--- src/rtl/drc_pkg.sv ---
// shared constants and types for the refresh-rate control block
// assumes a single 100 MHz device clock for every user of this package
package drc_pkg;
  // clock and refresh cycle times
  localparam int CLK_PERIOD_PS = 10000;
  localparam int RFC_FULL_NS = 350;
  localparam int RFC_DOUBLE_NS = 260;
  localparam int RFC_QUAD_NS = 160;
  // least times round up to whole cycles
  localparam int RFC_FULL_CYC = (RFC_FULL_NS * 1000 + CLK_PERIOD_PS - 1) / CLK_PERIOD_PS;
  localparam int RFC_DOUBLE_CYC = (RFC_DOUBLE_NS * 1000 + CLK_PERIOD_PS - 1) / CLK_PERIOD_PS;
  localparam int RFC_QUAD_CYC = (RFC_QUAD_NS * 1000 + CLK_PERIOD_PS - 1) / CLK_PERIOD_PS;
  localparam int BUSY_W = 6;

  // fine grain refresh field of mode register three
  localparam int FGR_LSB = 6;
  localparam logic [2:0] FGR_FIXED_1X = 3'h0;
  localparam logic [2:0] FGR_FIXED_2X = 3'h1;
  localparam logic [2:0] FGR_FIXED_4X = 3'h2;
  localparam logic [2:0] FGR_OTF_1X2X = 3'h5;
  localparam logic [2:0] FGR_OTF_1X4X = 3'h6;
  localparam logic [2:0] FGR_RESET = FGR_FIXED_1X;
  localparam logic [1:0] MR_SEL_THREE = 2'h3;

  // refresh rate encoding
  localparam logic [1:0] RATE_1X = 2'h0;
  localparam logic [1:0] RATE_2X = 2'h1;
  localparam logic [1:0] RATE_4X = 2'h2;

  // temperature thresholds and reset reading in degrees celsius
  localparam logic signed [7:0] TEMP_COLD = 8'sh2D;
  localparam logic signed [7:0] TEMP_HOT = 8'sh55;
  localparam logic [7:0] TEMP_RESET = 8'h19;

  // register port map
  localparam int REG_AW = 4;
  localparam logic [3:0] OFS_CTRL = 4'h0;
  localparam logic [3:0] OFS_STATUS = 4'h4;
  localparam logic [3:0] OFS_REF_CNT = 4'h8;
  localparam logic [3:0] OFS_SKIP_CNT = 4'hC;
  localparam int CTRL_SKIP_DIS = 0;
  localparam int CTRL_CLR_CNT = 1;
  localparam int CTRL_CLR_ERR = 2;

  // command bus pins sampled on the device clock
  typedef struct packed {
    logic cs_n;
    logic activate_n;
    logic ras_n;
    logic cas_n;
    logic we_n;
    logic [1:0] bg;
    logic [1:0] ba;
    logic [17:0] addr;
  } drc_cmd_t;

  // register port request
  typedef struct packed {
    logic [REG_AW-1:0] addr;
    logic [31:0] wdata;
    logic wr;
    logic rd;
  } drc_reg_req_t;

  // whole state of the control block
  typedef struct packed {
    logic [2:0] mode;
    logic [BUSY_W-1:0] busy;
    logic [1:0] gear;
    logic [1:0] frac;
    logic [15:0] ref_cnt;
    logic [15:0] skip_cnt;
    logic illegal;
    logic skip_dis;
    logic [7:0] temp;
    logic int_ref;
    logic [1:0] int_rate;
    logic [31:0] rd_data;
  } drc_state_t;
endpackage

--- src/rtl/drc_refresh_ctrl.sv ---
// refresh-rate control: decodes refresh and mode commands, picks the
// refresh rate, skips refreshes by temperature gear, times the cycle
// assumes command pins are on mclk_in, temperature comes from an async sensor
//
// Strobed register access and the address map were chosen for this implementation.
`timescale 1ns/1ps
module drc_refresh_ctrl
  import drc_pkg::*;
(
  input wire logic mclk_in,
  input wire logic rst_in,
  input wire drc_cmd_t cmd_in,
  input wire logic temp_controlled_refresh_in,
  input wire logic extended_range_in,
  input wire logic [7:0] case_temperature_in,
  input wire drc_reg_req_t reg_in,
  output logic [31:0] reg_rdata_out,
  output logic int_refresh_out,
  output logic [1:0] int_rate_out,
  output logic refresh_busy_out,
  output logic [2:0] fine_grain_refresh_out,
  output logic illegal_out
);
  drc_state_t cur;
  drc_state_t next_cur;
  logic [7:0] temp_s2;
  logic [7:0] temp_s3;

  // sensor reading crosses into the clock domain
  drc_sync #(.WIDTH(8), .RESET_VAL(TEMP_RESET)) u_temp_sync (
    .mclk_in(mclk_in),
    .rst_in(rst_in),
    .d_in(case_temperature_in),
    .s2_out(temp_s2),
    .s3_out(temp_s3)
  );

  // rate of a refresh from mode and the sampled rate select bit
  function automatic logic [1:0] rate_of(input logic [2:0] mode, input logic sel);
    case (mode)
      FGR_FIXED_2X: rate_of = RATE_2X;
      FGR_FIXED_4X: rate_of = RATE_4X;
      FGR_OTF_1X2X: rate_of = sel ? RATE_2X : RATE_1X;
      FGR_OTF_1X4X: rate_of = sel ? RATE_4X : RATE_1X;
      default: rate_of = RATE_1X;
    endcase
  endfunction

  // refresh cycle time in clock cycles for a rate
  function automatic logic [BUSY_W-1:0] rfc_of(input logic [1:0] rate);
    case (rate)
      RATE_2X: rfc_of = BUSY_W'(RFC_DOUBLE_CYC);
      RATE_4X: rfc_of = BUSY_W'(RFC_QUAD_CYC);
      default: rfc_of = BUSY_W'(RFC_FULL_CYC);
    endcase
  endfunction

  // row and column strobes low under chip select with activate high;
  // the write strobe level tells a refresh from a mode register write
  function automatic logic strobes_are(input drc_cmd_t c, input logic we_n);
    strobes_are = !c.cs_n && c.activate_n && !c.ras_n && !c.cas_n && (c.we_n == we_n);
  endfunction

  // granularity codes with no defined refresh mode
  function automatic logic is_reserved(input logic [2:0] mode);
    case (mode)
      FGR_FIXED_1X, FGR_FIXED_2X, FGR_FIXED_4X,
      FGR_OTF_1X2X, FGR_OTF_1X4X: is_reserved = 1'b0;
      default: is_reserved = 1'b1;
    endcase
  endfunction

  // decoded command and per-refresh decisions
  logic is_ref;
  logic is_mrs;
  logic mr3_wr;
  logic [1:0] rate;
  logic [1:0] gear_mask;
  logic gear_ok;
  logic bad;
  logic signed [7:0] temp;

  // command decode, address bits play no part in a refresh
  assign is_ref = strobes_are(cmd_in, 1'b1);
  assign is_mrs = strobes_are(cmd_in, 1'b0);
  // only a write aimed at mode register three moves the granularity field
  assign mr3_wr = is_mrs && !cmd_in.bg[1] && cmd_in.ba == MR_SEL_THREE;
  assign rate = rate_of(cur.mode, cmd_in.bg[0]);
  assign temp = signed'(cur.temp);

  // gear ratio from temperature and range; mask of skipped phases
  always_comb begin
    gear_mask = 2'h0;
    if (temp_controlled_refresh_in && !cur.skip_dis
        && cur.mode == FGR_FIXED_1X) begin
      if (temp < TEMP_COLD) begin
        gear_mask = extended_range_in ? 2'h3 : 2'h1;
      end else if (temp < TEMP_HOT && extended_range_in) begin
        gear_mask = 2'h1;
      end else begin
        gear_mask = 2'h0;
      end
    end
  end
  // gear counts every accepted refresh, so skipping stays evenly spread
  assign gear_ok = (cur.gear & gear_mask) == 2'h0;

  // refresh not allowed now: reserved mode, wrong pairing, skip mode clash
  always_comb begin
    bad = 1'b0;
    if (is_reserved(cur.mode)) begin
      bad = 1'b1;
    end
    if (rate == RATE_1X && cur.frac != 2'h0) begin
      bad = 1'b1;
    end
    if (temp_controlled_refresh_in && cur.mode != FGR_FIXED_1X) begin
      bad = 1'b1;
    end
    // a refresh inside the running cycle time
    if (cur.busy != '0) begin
      bad = 1'b1;
    end
  end

  // next state
  always_comb begin
    next_cur = cur;
    next_cur.int_ref = 1'b0;
    next_cur.rd_data = 32'h0;
    if (temp_s2 == temp_s3) begin
      next_cur.temp = temp_s3; // take reading once two stages agree
    end
    // cycle time counts down to idle
    if (cur.busy != '0) begin
      next_cur.busy = cur.busy - BUSY_W'(1);
    end
    // mode register write taken even while busy; field set by address bits
    if (mr3_wr) begin
      next_cur.mode = cmd_in.addr[FGR_LSB +: 3];
      next_cur.frac = 2'h0;
    end
    // register port writes
    if (reg_in.wr && reg_in.addr == OFS_CTRL) begin
      next_cur.skip_dis = reg_in.wdata[CTRL_SKIP_DIS];
      if (reg_in.wdata[CTRL_CLR_CNT]) begin
        next_cur.ref_cnt = 16'h0;
        next_cur.skip_cnt = 16'h0;
      end
      if (reg_in.wdata[CTRL_CLR_ERR]) begin
        next_cur.illegal = 1'b0;
      end
    end
    // refresh command: every one accepted, some run, some skipped
    if (is_ref) begin
      next_cur.gear = cur.gear + 2'h1;
      if (rate == RATE_2X) begin
        next_cur.frac = {1'b0, ~cur.frac[0]};
      end else if (rate == RATE_4X) begin
        next_cur.frac = cur.frac + 2'h1;
      end
      if (bad) begin
        next_cur.illegal = 1'b1; // set wins over a clear
      end
      if (gear_ok) begin
        next_cur.int_ref = 1'b1;
        next_cur.int_rate = rate;
        next_cur.busy = rfc_of(rate);
        next_cur.ref_cnt = cur.ref_cnt + 16'h1;
      end else begin
        next_cur.skip_cnt = cur.skip_cnt + 16'h1;
      end
    end
    // register port reads, data in the next cycle only
    if (reg_in.rd) begin
      case (reg_in.addr)
        OFS_CTRL: next_cur.rd_data = {31'h0, cur.skip_dis};
        OFS_STATUS: begin
          // mode shares the low bits with busy and pairing; software masks as needed
          next_cur.rd_data = {16'h0, cur.temp, 1'b0, cur.illegal, cur.int_rate,
            cur.frac, (cur.busy != '0), 1'b0};
          next_cur.rd_data[2:0] = next_cur.rd_data[2:0] | cur.mode;
        end
        OFS_REF_CNT: next_cur.rd_data = {16'h0, cur.ref_cnt};
        OFS_SKIP_CNT: next_cur.rd_data = {16'h0, cur.skip_cnt};
        default: next_cur.rd_data = 32'h0;
      endcase
    end
  end

  // state register with synchronous reset
  always_ff @(posedge mclk_in) begin
    if (rst_in) begin
      // mode and reading start at their defaults, all else cleared
      cur <= '0;
      cur.mode <= FGR_RESET;
      cur.temp <= TEMP_RESET;
    end else begin
      cur <= next_cur;
    end
  end

  // every output straight from the state register
  assign reg_rdata_out = cur.rd_data;
  assign int_refresh_out = cur.int_ref;
  assign int_rate_out = cur.int_rate;
  assign refresh_busy_out = cur.busy != '0;
  assign fine_grain_refresh_out = cur.mode;
  assign illegal_out = cur.illegal;
endmodule

--- src/rtl/drc_sync.sv ---
// three-stage synchroniser for an asynchronous multi-bit level
// assumes the source changes slowly, so stage two and three agree soon
`timescale 1ns/1ps
module drc_sync #(
  parameter int WIDTH = 8,
  parameter logic [WIDTH-1:0] RESET_VAL = '0
) (
  input wire logic mclk_in,
  input wire logic rst_in,
  input wire logic [WIDTH-1:0] d_in,
  output logic [WIDTH-1:0] s2_out,
  output logic [WIDTH-1:0] s3_out
);
  logic [WIDTH-1:0] s1;

  // first stage feeds only the second
  always_ff @(posedge mclk_in) begin
    if (rst_in) begin
      s1 <= RESET_VAL;
      s2_out <= RESET_VAL;
      s3_out <= RESET_VAL;
    end else begin
      s1 <= d_in;
      s2_out <= s1;
      s3_out <= s2_out;
    end
  end
endmodule
--- config.mk ---
export PLATFORM = sky130hd
export DESIGN_NAME = drc_refresh_ctrl
export DESIGN_NICKNAME = d
export VERILOG_FILES = /design/src/rtl/drc_pkg.sv /design/src/rtl/drc_refresh_ctrl.sv /design/src/rtl/drc_sync.sv
export SDC_FILE = /design/constraint.sdc
export NUM_CORES = 1
export LEC_CHECK = 0
export BUFFER_PORTS_ARGS = -buffer_cell sky130_fd_sc_hd__buf_2
export CAP_MARGIN = 5
export CELL_PAD_IN_SITES_DETAIL_PLACEMENT = 0
export CELL_PAD_IN_SITES_GLOBAL_PLACEMENT = 1
export CORE_MARGIN = 2
export CORE_UTILIZATION = 23
export DETAILED_ROUTE_END_ITERATION = 8
export MAX_ROUTING_LAYER = met4
export PLACE_DENSITY_LB_ADDON = 0.1
export SYNTH_ARGS = -nofsm -noshare
export SYNTH_HDL_FRONTEND = slang
export SYNTH_SLANG_ARGS = --single-unit
export TNS_END_PERCENT = 50
--- constraint.sdc ---
create_clock -name mclk_in -period 2.9 [get_ports mclk_in]
set_input_delay 0.58 -clock mclk_in [delete_from_list [all_inputs] [get_ports mclk_in]]
set_output_delay 0.58 -clock mclk_in [all_outputs]
set_load 0.005 [all_outputs]
# Yosys cells after proc, flatten, opt, wreduce, memory -nomap -nowiden
# Index checks and enable logic that the tools add are counted.
word_totals:
  ram_bits: 0
  latch_bits: 0
  inputBits: 77
  reg_bits: 114
  n_memories: 0
  output_inout_bits: 40
  word_cells: 94
  rom_bits: 0
classes:
  n_lt_le_gt_ge: 2
  reduce_logical: 29
  div_mod_pow: 0
  n_addsub: 5
  mux: 26
  mul: 0
  n_bitwise: 6
  n_eq_ne: 11
  n_shift: 0
op_table:
  columns: ["op", "count"]
  rows:
  - ["16-bit one-hot mux with 4 select lines", 1]
  - ["43-bit two-way mux", 1]
  - ["34-bit two-way mux", 1]
  - ["16-bit by 1-bit adder with 16-bit output, second input constant", 2]
  - ["16-bit two-way mux", 2]
  - ["32-bit two-way mux", 1]
  - ["2-bit two-way mux", 7]
  - ["1-bit logical AND", 13]
  - ["6-bit two-way mux", 2]
  - ["6-bit one-hot mux with 2 select lines", 1]
  - ["4-bit == test, second input constant", 2]
  - ["8-bit == test", 1]
  - ["8-bit by 7-bit < comparator with 1-bit output, second input constant", 1]
  - ["8-bit < comparator, second input constant", 1]
  - ["1-bit two-way mux", 8]
  - ["2-bit one-hot mux with 4 select lines", 1]
  - ["3-bit == test, second input constant", 2]
  - ["6-bit nonzero test", 1]
  - ["6-bit by 1-bit subtractor with 6-bit output, second input constant", 1]
  - ["1-bit logical NOT", 5]
  - ["5-bit OR reduction", 1]
  - ["2-bit by 1-bit adder with 2-bit output, second input constant", 2]
  - ["2-bit == test, second input constant", 2]
  - ["4-bit by 3-bit == test with 1-bit output, second input constant", 1]
  - ["other kinds (14)", 19]

# Longest topological paths before layout
# Gate-level depths: netlist (run 1).
logic_depth:
  depth_word: 11
  depth_mapped: 11
  depth_no_buf: 11

# By module
# Synthesis (run 1) repeated with hierarchy kept, for this count alone.
unflattened:
  hier_cells: 511
  hier_area_um2: 4650.7
by_module_without_submodules:
  columns: ["module", "seq_area_each_um2", "n_inst", "cells_each", "area_each_um2"]
  rows:
  - ["drc_refresh_ctrl", 1481.4, 1, 461, 4002.6]
  - ["drc_sync", 480.5, 1, 50, 648.1]

# Least setup slack after synthesis (run 1)
# Ideal clock, no wire load.
synth_timing:
  path_kind: "register to output"
  startpoint: "reg cur[81] (netlist bit)"
  endpoint: "out refresh_busy_out"
  path_slack_ns: 0.738
  path_buffers: 0
  arrival_ns: 1.582
  stages_incl_launch_ff: 6
  required_ns: 2.320
  cell_sequence: "dfxtp_1 inv_1 ha_1 or3b_2 nor3_1 inv_1"
synth_between:
  elab_chain_cells: 1
synth_rtl:
  columns: ["element", "line", "text"]
  rows:
  - ["from (decl)", "drc_refresh_ctrl.sv:24", "drc_state_t cur;"]
  - ["from (signal assigned)", "drc_refresh_ctrl.sv:199", "cur <= next_cur;"]
  - ["6-bit nonzero test", "drc_refresh_ctrl.sv:207", "assign refresh_busy_out = cur.busy != '0;"]
  - ["to (decl)", "drc_refresh_ctrl.sv:20", "output logic refresh_busy_out,"]
# Every way passes these cells.

# Worst setup path in the final report (run 1)
# Same ends and word-level chain as after synthesis.

==> impl_metrics.py, run 1 <==
metrics = {
    "route": {
        "post_drt_wl_per_cell_um": 14.59,
        "avgViaCountPerCell": 4.439,
        "ant_nets": 0,
        "wirelength_um": 12280,
        "routed-via-count": 3738,
        "drcViolationCount": 0,
        "first_iter_violations": 194,
        "dr.pass1.iters": 4,
    },
    "yosys": {
        "synth_cell_types": 58,
        "synth_top_area_cell": "dfxtp_1",
        "synth_warnings": 0,
        "synth_top_cell_area_share_pct": 41.86,
        "synth_seq_area_share_pct": 41.86,
        "synth_seq_cells": 98,
        "syn_inst": 528,
        "syn-cell-area_mm2": 0.004687,
        "synth_top_cells_by_area": "dfxtp_1 42%, buf_4 6.2%, mux2i_1 4.1%, nor2_1 4.0%, nand2_1 3.6%",
        "async_flop_share_pct": 0,
        "syn_avg_cell_area_um2": 8.877,
        "ys.flop_type": "dfxtp_1",
        "synth-edff-count": 0,
    },
    "sta": {
        "rsz0062_at_grt": "no",
        "tightest_slew_ns": 0.7181,
        "tns_ns": 0,
        "hold_slack_ns": 0.4003,
        "finalSetupViolations": 0,
        "drv_slew": 0,
        "final.period_utilization_pct": 85.99,
        "period_needed_ns": 2.494,
        "report.final.hold_viol_count": 0,
        "fmax_ghz": 0.4010,
        "finClkSkew_ns": 0.009400,
        "slew_headroom_pct": 51.98,
    },
    "cells_and_area": {
        "fillers": 2188,
        "multiInputGateArea_mm2": 0.002364,
        "num_antenna_cells": 0,
        "area.sequential_mm2": 0.001962,
        "stdcell_count": 842,
        "layout-drive-gt1-share_pct": 18.53,
        "area_growth_pct": 14.71,
        "fin_util_pct": 26.74,
        "final_common_cell": "dfxtp_1",
        "mostFrequentLayoutCells": "98 x dfxtp_1, 56 x buf_2, 50 x nor2_1",
        "fin_nets": 655,
    },
    "floorplanning": {
        "core_area_mm2": 0.02010,
        "row_count": 52,
        "ioPinCount": 117,
        "start_util_pct": 23.31,
        "dieArea_mm2": 0.02154,
        "die_w_um": 146.8,
        "die_h_um": 146.8,
    },
    "global_routing": {
        "antenna_found_initial": 0,
        "grt_max_degree": 54,
        "grt_pass1_wl_um": 19730,
        "globalRoute.totalOverflow": 0,
        "grt_use_total_pct": 12.10,
        "grt_pass1_vias": 3673,
    },
    "worst_setup_path": {
        "ff2ff_setup_slack_ns": 0.50,
        "startpoint_type": "flip-flop",
        "cp.required_ns": 2.32,
        "crit_type": "reg2out",
        "r2r_start": "fine_grain_refresh_out[0]",
        "cp_max_fo": 7,
        "r2r_cells": 8,
        "rr_endpoint": "cur[75]",
        "cp.arrival_ns": 1.91,
        "critPathCaptureType": "primary output",
    },
    "power_and_ir_drop": {
        "total_power_mw": 3.088,
        "peakVddDrop_mv": 0.3655,
        "power_density_mw_per_mm2": 574.3,
        "power_leakage_nw": 2.251,
    },
    "clock_network": {
        "ctsHoldBuffers": 0,
        "cts_sinks": 98,
        "ctsLongestPathBuffers": 2,
        "cts_root_buffer": "clkbuf_16",
        "cts.reportedPaths.clkPinSlew_ns": 0.07,
        "cts_tree": "yes",
        "cts_resized": 0,
        "cts_buffers": 9,
        "clk_latency_ns": 0.36,
        "htreeDepth": 3,
        "post_cts_buffers": 0,
    },
    "placed_design": {
        "finalWeightedCongestion": 0.7735,
        "place_inst": 826,
        "dp_hpwl_um": 9057,
        "portBuffers": 56,
    },
    "hold_path": {
        "worstHoldStart": "case_temperature_in[4]",
        "min_to": "u_temp_sync.s1[4]",
        "hp-class": "in2reg",
        "min_path_cells": 2,
    },
    "status": {
        "status": "finished, final reports clean",
    },
    "job": {
        "max_cap_viol_count": 0,
    },
}
-- cells in the mapped netlist (12+ instances only) --
master and instances:
a21oi_1 24, and3_1 16, mux2i_1 19, inv_1 17, nor2_1 50, or2_2 12, buf_4 39, nand2_1 45
a222oi_1 13, nor2b_1 18, o21ai_0 15, nand3_1 20, dfxtp_1 98
-- critical path, stage by stage, from the launching register on --
cell and delay, ns:
dfxtp_1 0.33, inv_1 0.06, ha_1 0.17, or3b_2 0.50, nor3_1 0.15, buf_4 0.18, inv_1 0.05, buf_2 0.12
-- cell families after synthesis --
group	synth area share, %
simple gates	24.29
flops	41.86
compound gates	14.15
buf+inv	8.916
mux	4.778
xor+xnor	2.990
fa+ha+maj	2.936
other cells	0.08001
-- worst max path at each step --
| stage | slack, ns | end | from | cells past startpoint |
|---|---|---|---|---|
| 2_1_floorplan | 0.74 | refresh_busy_out | cur[81] | 5 |
| 3_3_place_gp | 0.31 | cur[56] | cmd_in[26] | 7 |
| 3_5_place_dp | 0.30 | cur[75] | extended_range_in | 7 |
| 4_1_cts | 0.37 | refresh_busy_out | cur[81] | 7 |
| 5_1_grt | 0.22 | cur[75] | fine_grain_refresh_out[0] | 8 |
| 6_report | 0.41 | refresh_busy_out | cur[81] | 7 |
-- sequential cells by signal, summed over array words and instances (netlist names) --
| name | flops |
|---|---|
| int_refresh_out | 1 |
| u_temp_sync.s3_out | 8 |
| int_rate_out | 2 |
| u_temp_sync.s2_out | 8 |
| reg_rdata_out | 16 |
| cur | 43 |
| temp | 8 |
| u_temp_sync.s1 | 8 |
| illegal_out | 1 |
| fine_grain_refresh_out | 3 |
-- where the power goes --
part           switching [mW]  leakage, nW  internal, mW
combinational           0.232         1.31         0.211
sequential             0.0448        0.796          1.40
clock                   0.576        0.142         0.621
-- cell type report --
type                            instances  share of cell area (%)
Clock inverter                          5                  0.8145
Timing Repair Buffer                   67                   6.749
Inverter                               17                   1.187
Sequential cell                        98                   36.49
Multi-Input combinational cell        374                   43.96
Clock buffer                           11                   4.515
Tap cell                              270                   6.283
-- per-stage QoR --
step / cell area (um2) / setup slack (ns)
final: 5376 / 0.4063
after global routing: 5376 / 0.2173
after CTS: 5376 / 0.3712
after detailed placement: 5090 / 0.2979
after global placement: 5090 / 0.3143
after floorplan: 4743 / 0.7378
-- metal layers --
| metal | share of wire, % | up-vias | GRT usage [%] |
|---|---|---|---|
| li1 | - | 1886 | - |
| met1 | 49 | 1788 | 15.57 |
| met2 | 46 | 52 | 19.01 |
| met3 | 3.0 | 12 | 2.640 |
| met4 | 1.4 | 0 | 3.786 |
| met5 | 0 | - | - |
Power figures use the tool's default switching activity.
==> run 2, diff against run 1 <==
--- a/config.mk
+++ b/config.mk
@@ -5,6 +5,7 @@
 export SDC_FILE = /design/constraint.sdc
 export NUM_CORES = 1
 export LEC_CHECK = 0
+export ABC_AREA = 1
 export BUFFER_PORTS_ARGS = -buffer_cell sky130_fd_sc_hd__buf_2
 export CAP_MARGIN = 5
 export CELL_PAD_IN_SITES_DETAIL_PLACEMENT = 0
==> impl_metrics.py, run 2 <==
metrics = {
    "status": {
        "status": "finished, final reports clean",
    },
    "cells_and_area": {
        "final_common_cell": "nand2_1",
        "multiInputGateArea_mm2": 0.002476,
        "num_antenna_cells": 0,
        "top_register": "cur",
        "design_area_mm2": 0.005849,
        "fin_nets": 877,
        "fillers": 2442,
        "largest_reg_flops": 43,
        "mostFrequentLayoutCells": "172 x nand2_1, 107 x nor2_1, 103 x inv_1",
        "area_growth_pct": 13.09,
        "layout-drive-gt1-share_pct": 15.49,
        "area.sequential_mm2": 0.001962,
    },
    "worst_setup_path": {
        "crit_chain": "inv_1 -> ha_1 -> nand2_1 -> nor3_2 -> buf_4 -> nand2_2 -> nand2_2 -> nor3b_2",
        "critical-path-max-stage-delay_ns": 0.44,
        "crit_start": "fine_grain_refresh_out[0]",
        "critPathCaptureType": "flip-flop",
        "crit_slowest_cell": "dfxtp_1",
        "crit_type": "reg2reg",
        "cpLargestDelayFamily": "simple AND/OR/NAND/NOR gates",
        "ff2ff_setup_slack_ns": 0.78,
        "r2r_cells": 8,
        "cp.arrival_ns": 2.36,
        "cp.required_ns": 3.15,
        "cp_max_fo": 20,
        "startpoint_type": "flip-flop",
        "r2r_start": "fine_grain_refresh_out[0]",
        "cp_num_buf_inv": 2,
        "rr_endpoint": "cur[83]",
        "crit_top_cell": "nand2_2",
    },
    "floorplanning": {
        "die_h_um": 154.0,
        "ioPinCount": 117,
        "row_count": 54,
        "dieArea_mm2": 0.02371,
        "core_area_mm2": 0.02196,
        "start_util_pct": 23.56,
        "die_w_um": 154.0,
    },
    "route": {
        "post_drt_wl_per_cell_um": 13.39,
        "ant_nets": 0,
        "wirelength_um": 14380,
        "dr.pass1.iters": 4,
        "first_iter_violations": 169,
        "avgViaCountPerCell": 4.182,
        "drcViolationCount": 0,
        "routed-via-count": 4492,
    },
    "sta": {
        "finClkSkew_ns": 0.01113,
        "tightest_slew_ns": 0.5797,
        "final.period_utilization_pct": 73.04,
        "finalSetupViolations": 0,
        "report.final.hold_viol_count": 0,
        "slew_headroom_pct": 61.36,
        "drv_slew": 0,
        "fmax_ghz": 0.4721,
        "period_needed_ns": 2.118,
        "tns_ns": 0,
        "rsz0062_at_grt": "no",
    },
    "global_routing": {
        "globalRoute.totalOverflow": 0,
        "antenna_found_initial": 0,
        "grt_use_total_pct": 13.17,
        "grt_pass1_vias": 4478,
        "grt_max_degree": 50,
        "grt_pass1_wl_um": 23820,
    },
    "placed_design": {
        "dp_hpwl_um": 10470,
        "portBuffers": 56,
        "finalWeightedCongestion": 0.8110,
        "placed_cell_area_mm2": 0.005545,
    },
    "clock_network": {
        "cts_root_buffer": "clkbuf_16",
        "post_cts_buffers": 0,
        "cts_sinks": 98,
        "cts_tree": "yes",
        "clk_latency_ns": 0.36,
        "ctsLongestPathBuffers": 2,
        "cts_buffers": 9,
        "cts.reportedPaths.clkPinSlew_ns": 0.08,
        "htreeDepth": 3,
        "ctsHoldBuffers": 0,
        "cts_resized": 0,
    },
    "yosys": {
        "synth_cell_types": 40,
        "synth_most_common_cell": "nand2_1",
        "ys.flop_type": "dfxtp_1",
        "synth_seq_area_share_pct": 37.93,
        "synth_top_cell_area_share_pct": 37.93,
        "syn-cell-area_mm2": 0.005172,
        "synth_top_area_cell": "dfxtp_1",
        "synth-edff-count": 0,
        "synth_seq_cells": 98,
        "async_flop_share_pct": 0,
        "syn_avg_cell_area_um2": 6.833,
        "synth_top_cells_by_area": "dfxtp_1 38%, nand2_1 12%, nor2_1 7.8%, inv_1 7.5%, buf_4 5.8%",
        "synthTopCellsByCount": "172 x nand2_1, 107 x nor2_1, 103 x inv_1, 98 x dfxtp_1",
        "syn_inst": 757,
        "synth_warnings": 0,
    },
    "hold_path": {
        "min_path_cells": 2,
        "min_to": "u_temp_sync.s1[3]",
        "worstHoldStart": "case_temperature_in[3]",
        "hp-class": "in2reg",
    },
    "job": {
        "max_cap_viol_count": 0,
    },
    "power_and_ir_drop": {
        "power_density_mw_per_mm2": 536.1,
        "power_leakage_nw": 2.622,
        "peakVddDrop_mv": 0.3388,
    },
}
[run 2: cell types whose count changed after synthesis, sizes merged, moves of 7 or more]
cell    before  now
o21ai       16   41
a222oi      13    0
inv         17  104
nor2        52  119
a21oi       25   40
and3        16    0
nor2b       18    0
a211o        7    0
nand3       20   34
nand2       45  180
buf         43   51
mux2i       19    0
[run 2: cells by family after synthesis]
group                      Yosys count  synth area share, %
and+or+nand+nor                    368                31.13
buffers and inverters              166                15.29
AOI/OAI and AO/OA                   99                10.55
DFF                                 98                37.93
xor gates and xnor gates            14                2.370
adders and majority gates           11                2.661
other                                1              0.07250
[run 2: routing by layer]
| layer | share of wire [%] | track usage, % | up-vias | routed length (um) |
|---|---|---|---|---|
| li1 | - | - | 2367 | - |
| met1 | 49 | 16.54 | 2068 | 7066 |
| met2 | 48 | 21.80 | 50 | 6867 |
| met3 | 2.1 | 2.255 | 7 | 297 |
| met4 | 1.0 | 3.738 | 0 | 150 |
| met5 | 0 | - | - | 0 |
[run 2: metrics by stage]
stage                     power, mW  std cells  setup WS [ns]  util (%)  hold slack, ns
after floorplan               1.819        772          1.114         -          0.3883
after global placement        1.943       1058         0.5399     25.25          0.3902
after detailed placement      1.939       1058         0.5404     25.25          0.3925
after CTS                     3.202       1074         0.7204     26.64          0.3816
after global routing          3.343       1074         0.5381     26.64          0.3764
final                         3.136       1074         0.7818     26.64          0.3974
[run 2: area by class of cell]
cell class	count	area share, %
clock buffer	9	3.850
sequential	98	33.54
inverter	105	6.738
clock inverter	7	1.348
tap	280	5.989
timing repair buffer	67	6.203
multi-input combinational	508	42.33
[run 2: where the power goes]
group,switching [mW],leakage (nW),total (mW),internal (mW)
clock network,0.620,0.148,1.23,0.614
logic,0.273,1.68,0.445,0.172
registers,0.0458,0.797,1.46,1.41
total,0.939,2.62,3.14,2.20
[run 2: worst max path at each step]
stage | endpoint | slack (ns) | cells past startpoint
final | cur[83] | 0.78 | 8
after global routing | cur[63] | 0.54 | 10
after CTS | cur[83] | 0.72 | 8
after detailed placement | cur[83] | 0.54 | 9
after global placement | cur[83] | 0.54 | 9
after floorplan | cur[78] | 1.11 | 7
==> run 3, diff against run 2 <==
==> constraint.sdc (replaced) <==
create_clock -name mclk_in -period 2.15 [get_ports mclk_in]
set_input_delay 0.43 -clock mclk_in [delete_from_list [all_inputs] [get_ports mclk_in]]
set_output_delay 0.43 -clock mclk_in [all_outputs]
set_load 0.005 [all_outputs]
==> impl_metrics.py, run 3 (synthesis results as in run 2) <==
metrics = {
    "status": {
        "status": "finished, final reports clean",
    },
    "placed_design": {
        "dp_hpwl_um": 10460,
        "finalWeightedCongestion": 0.7973,
        "portBuffers": 56,
    },
    "sta": {
        "finClkSkew_ns": 0.008062,
        "drv_slew": 0,
        "fmax_ghz": 0.5136,
        "tightest_slew_ns": 0.5768,
        "tns_ns": 0,
        "period_needed_ns": 1.947,
        "report.final.hold_viol_count": 0,
        "final.period_utilization_pct": 90.57,
        "slew_headroom_pct": 61.55,
        "rsz0062_at_grt": "no",
        "finalSetupViolations": 0,
        "hold_slack_ns": 0.2521,
    },
    "clock_network": {
        "post_cts_buffers": 0,
        "clk_latency_ns": 0.35,
        "ctsHoldBuffers": 0,
        "cts_buffers": 9,
        "cts_tree": "yes",
        "cts_resized": 0,
        "htreeDepth": 3,
        "cts_sinks": 98,
        "ctsLongestPathBuffers": 2,
        "cts.reportedPaths.clkPinSlew_ns": 0.08,
        "cts_root_buffer": "clkbuf_16",
    },
    "worst_setup_path": {
        "ff2ff_setup_slack_ns": 0.23,
        "cp.required_ns": 1.72,
        "cpLargestDelayFamily": "simple AND/OR/NAND/NOR gates",
        "crit_slowest_cell": "dfxtp_1",
        "cp.arrival_ns": 1.52,
        "cp_num_buf_inv": 2,
        "crit_type": "reg2out",
        "critical-path-max-stage-delay_ns": 0.33,
        "startpoint_type": "flip-flop",
        "path_depth": 6,
        "r2r_start": "fine_grain_refresh_out[0]",
        "crit_chain": "inv_1 -> ha_1 -> nand2_1 -> nor2_1 -> nand2_2 -> buf_2",
        "cp_max_fo": 6,
        "r2r_cells": 10,
        "rr_endpoint": "cur[66]",
        "critPathCaptureType": "primary output",
    },
    "global_routing": {
        "grt_pass1_wl_um": 23120,
        "grt_pass1_vias": 4325,
        "globalRoute.totalOverflow": 0,
        "grt_max_degree": 50,
        "antenna_found_initial": 0,
        "grt_use_total_pct": 12.78,
    },
    "power_and_ir_drop": {
        "power_density_mw_per_mm2": 735.2,
        "peakVddDrop_mv": 0.4510,
        "power_leakage_nw": 2.651,
    },
    "cells_and_area": {
        "mostFrequentLayoutCells": "171 x nand2_1, 107 x nor2_1, 103 x inv_1",
        "layout-drive-gt1-share_pct": 15.83,
        "fin_util_pct": 26.96,
        "fillers": 2416,
        "num_antenna_cells": 0,
        "largest_reg_flops": 43,
        "final_common_cell": "nand2_1",
        "top_register": "cur",
        "fin_nets": 879,
        "area_growth_pct": 14.44,
    },
    "route": {
        "drcViolationCount": 0,
        "ant_nets": 0,
        "routed-via-count": 4493,
        "post_drt_wl_per_cell_um": 13.32,
        "first_iter_violations": 159,
        "wirelength_um": 14330,
        "avgViaCountPerCell": 4.176,
        "dr.pass1.iters": 4,
    },
    "floorplanning": {
        "die_w_um": 154.0,
        "row_count": 54,
        "start_util_pct": 23.56,
        "die_h_um": 154.0,
        "ioPinCount": 117,
        "core_area_mm2": 0.02196,
        "dieArea_mm2": 0.02371,
    },
    "job": {
        "max_cap_viol_count": 0,
    },
    "hold_path": {
        "hp-class": "in2reg",
        "min_to": "u_temp_sync.s1[4]",
        "min_path_cells": 2,
        "worstHoldStart": "case_temperature_in[4]",
    },
}
run 3: routing by layer:
layer  vias to the layer above  wire [um]  global-route usage, %
met5                         -          0                      -
met4                         0        157                  3.427
met3                        11        386                  2.311
met2                        52       6788                  20.56
met1                      2055       6998                  16.52
li1                       2375          -                      -
run 3: power breakdown:
| part | internal, mW | switching, mW | leakage, nW |
|---|---|---|---|
| combinational | 0.237 | 0.380 | 1.70 |
| sequential | 1.90 | 0.0605 | 0.797 |
| clock | 0.939 | 0.832 | 0.153 |
run 3: final cells by class:
class                   instances  area (um2)  area share (%)
clock buffers                   9       225.2           3.805
clock inverters                 7       93.84           1.585
inverters                     105       394.1           6.658
multi-input cells             508        2479           41.87
flip-flops and latches         98        1962           33.14
well taps                     280       350.3           5.918
repair buffers                 69       415.4           7.018
run 3: per-stage QoR:
stage          std cells  power [mW]  instance area (um2)  setup slack, ns
3_3_place_gp        1060       2.620                 5598           0.1943
4_1_cts             1076       4.438                 5917           0.1063
6_report            1076       4.352                 5919           0.2028
3_5_place_dp        1060       2.630                 5598           0.1722
5_1_grt             1076       4.595                 5919          0.02150
2_1_floorplan        772       2.454                 5229           0.4805
run 3: worst max path at each step:
stage | start | end
2_1_floorplan | fine_grain_refresh_out[0] | cur[78]
3_3_place_gp | fine_grain_refresh_out[0] | cur[78]
3_5_place_dp | fine_grain_refresh_out[0] | cur[78]
4_1_cts | cur[81] | refresh_busy_out
5_1_grt | cur[81] | refresh_busy_out
6_report | cur[81] | refresh_busy_out
run 3: worst register-to-register path, delay by kind of cell, from the launching register on:
family | cells | cell delay (ns)
fa+ha+maj | 1 | 0.15
buf+inv | 2 | 0.30
flops | 1 | 0.37
simple gates | 7 | 1.00
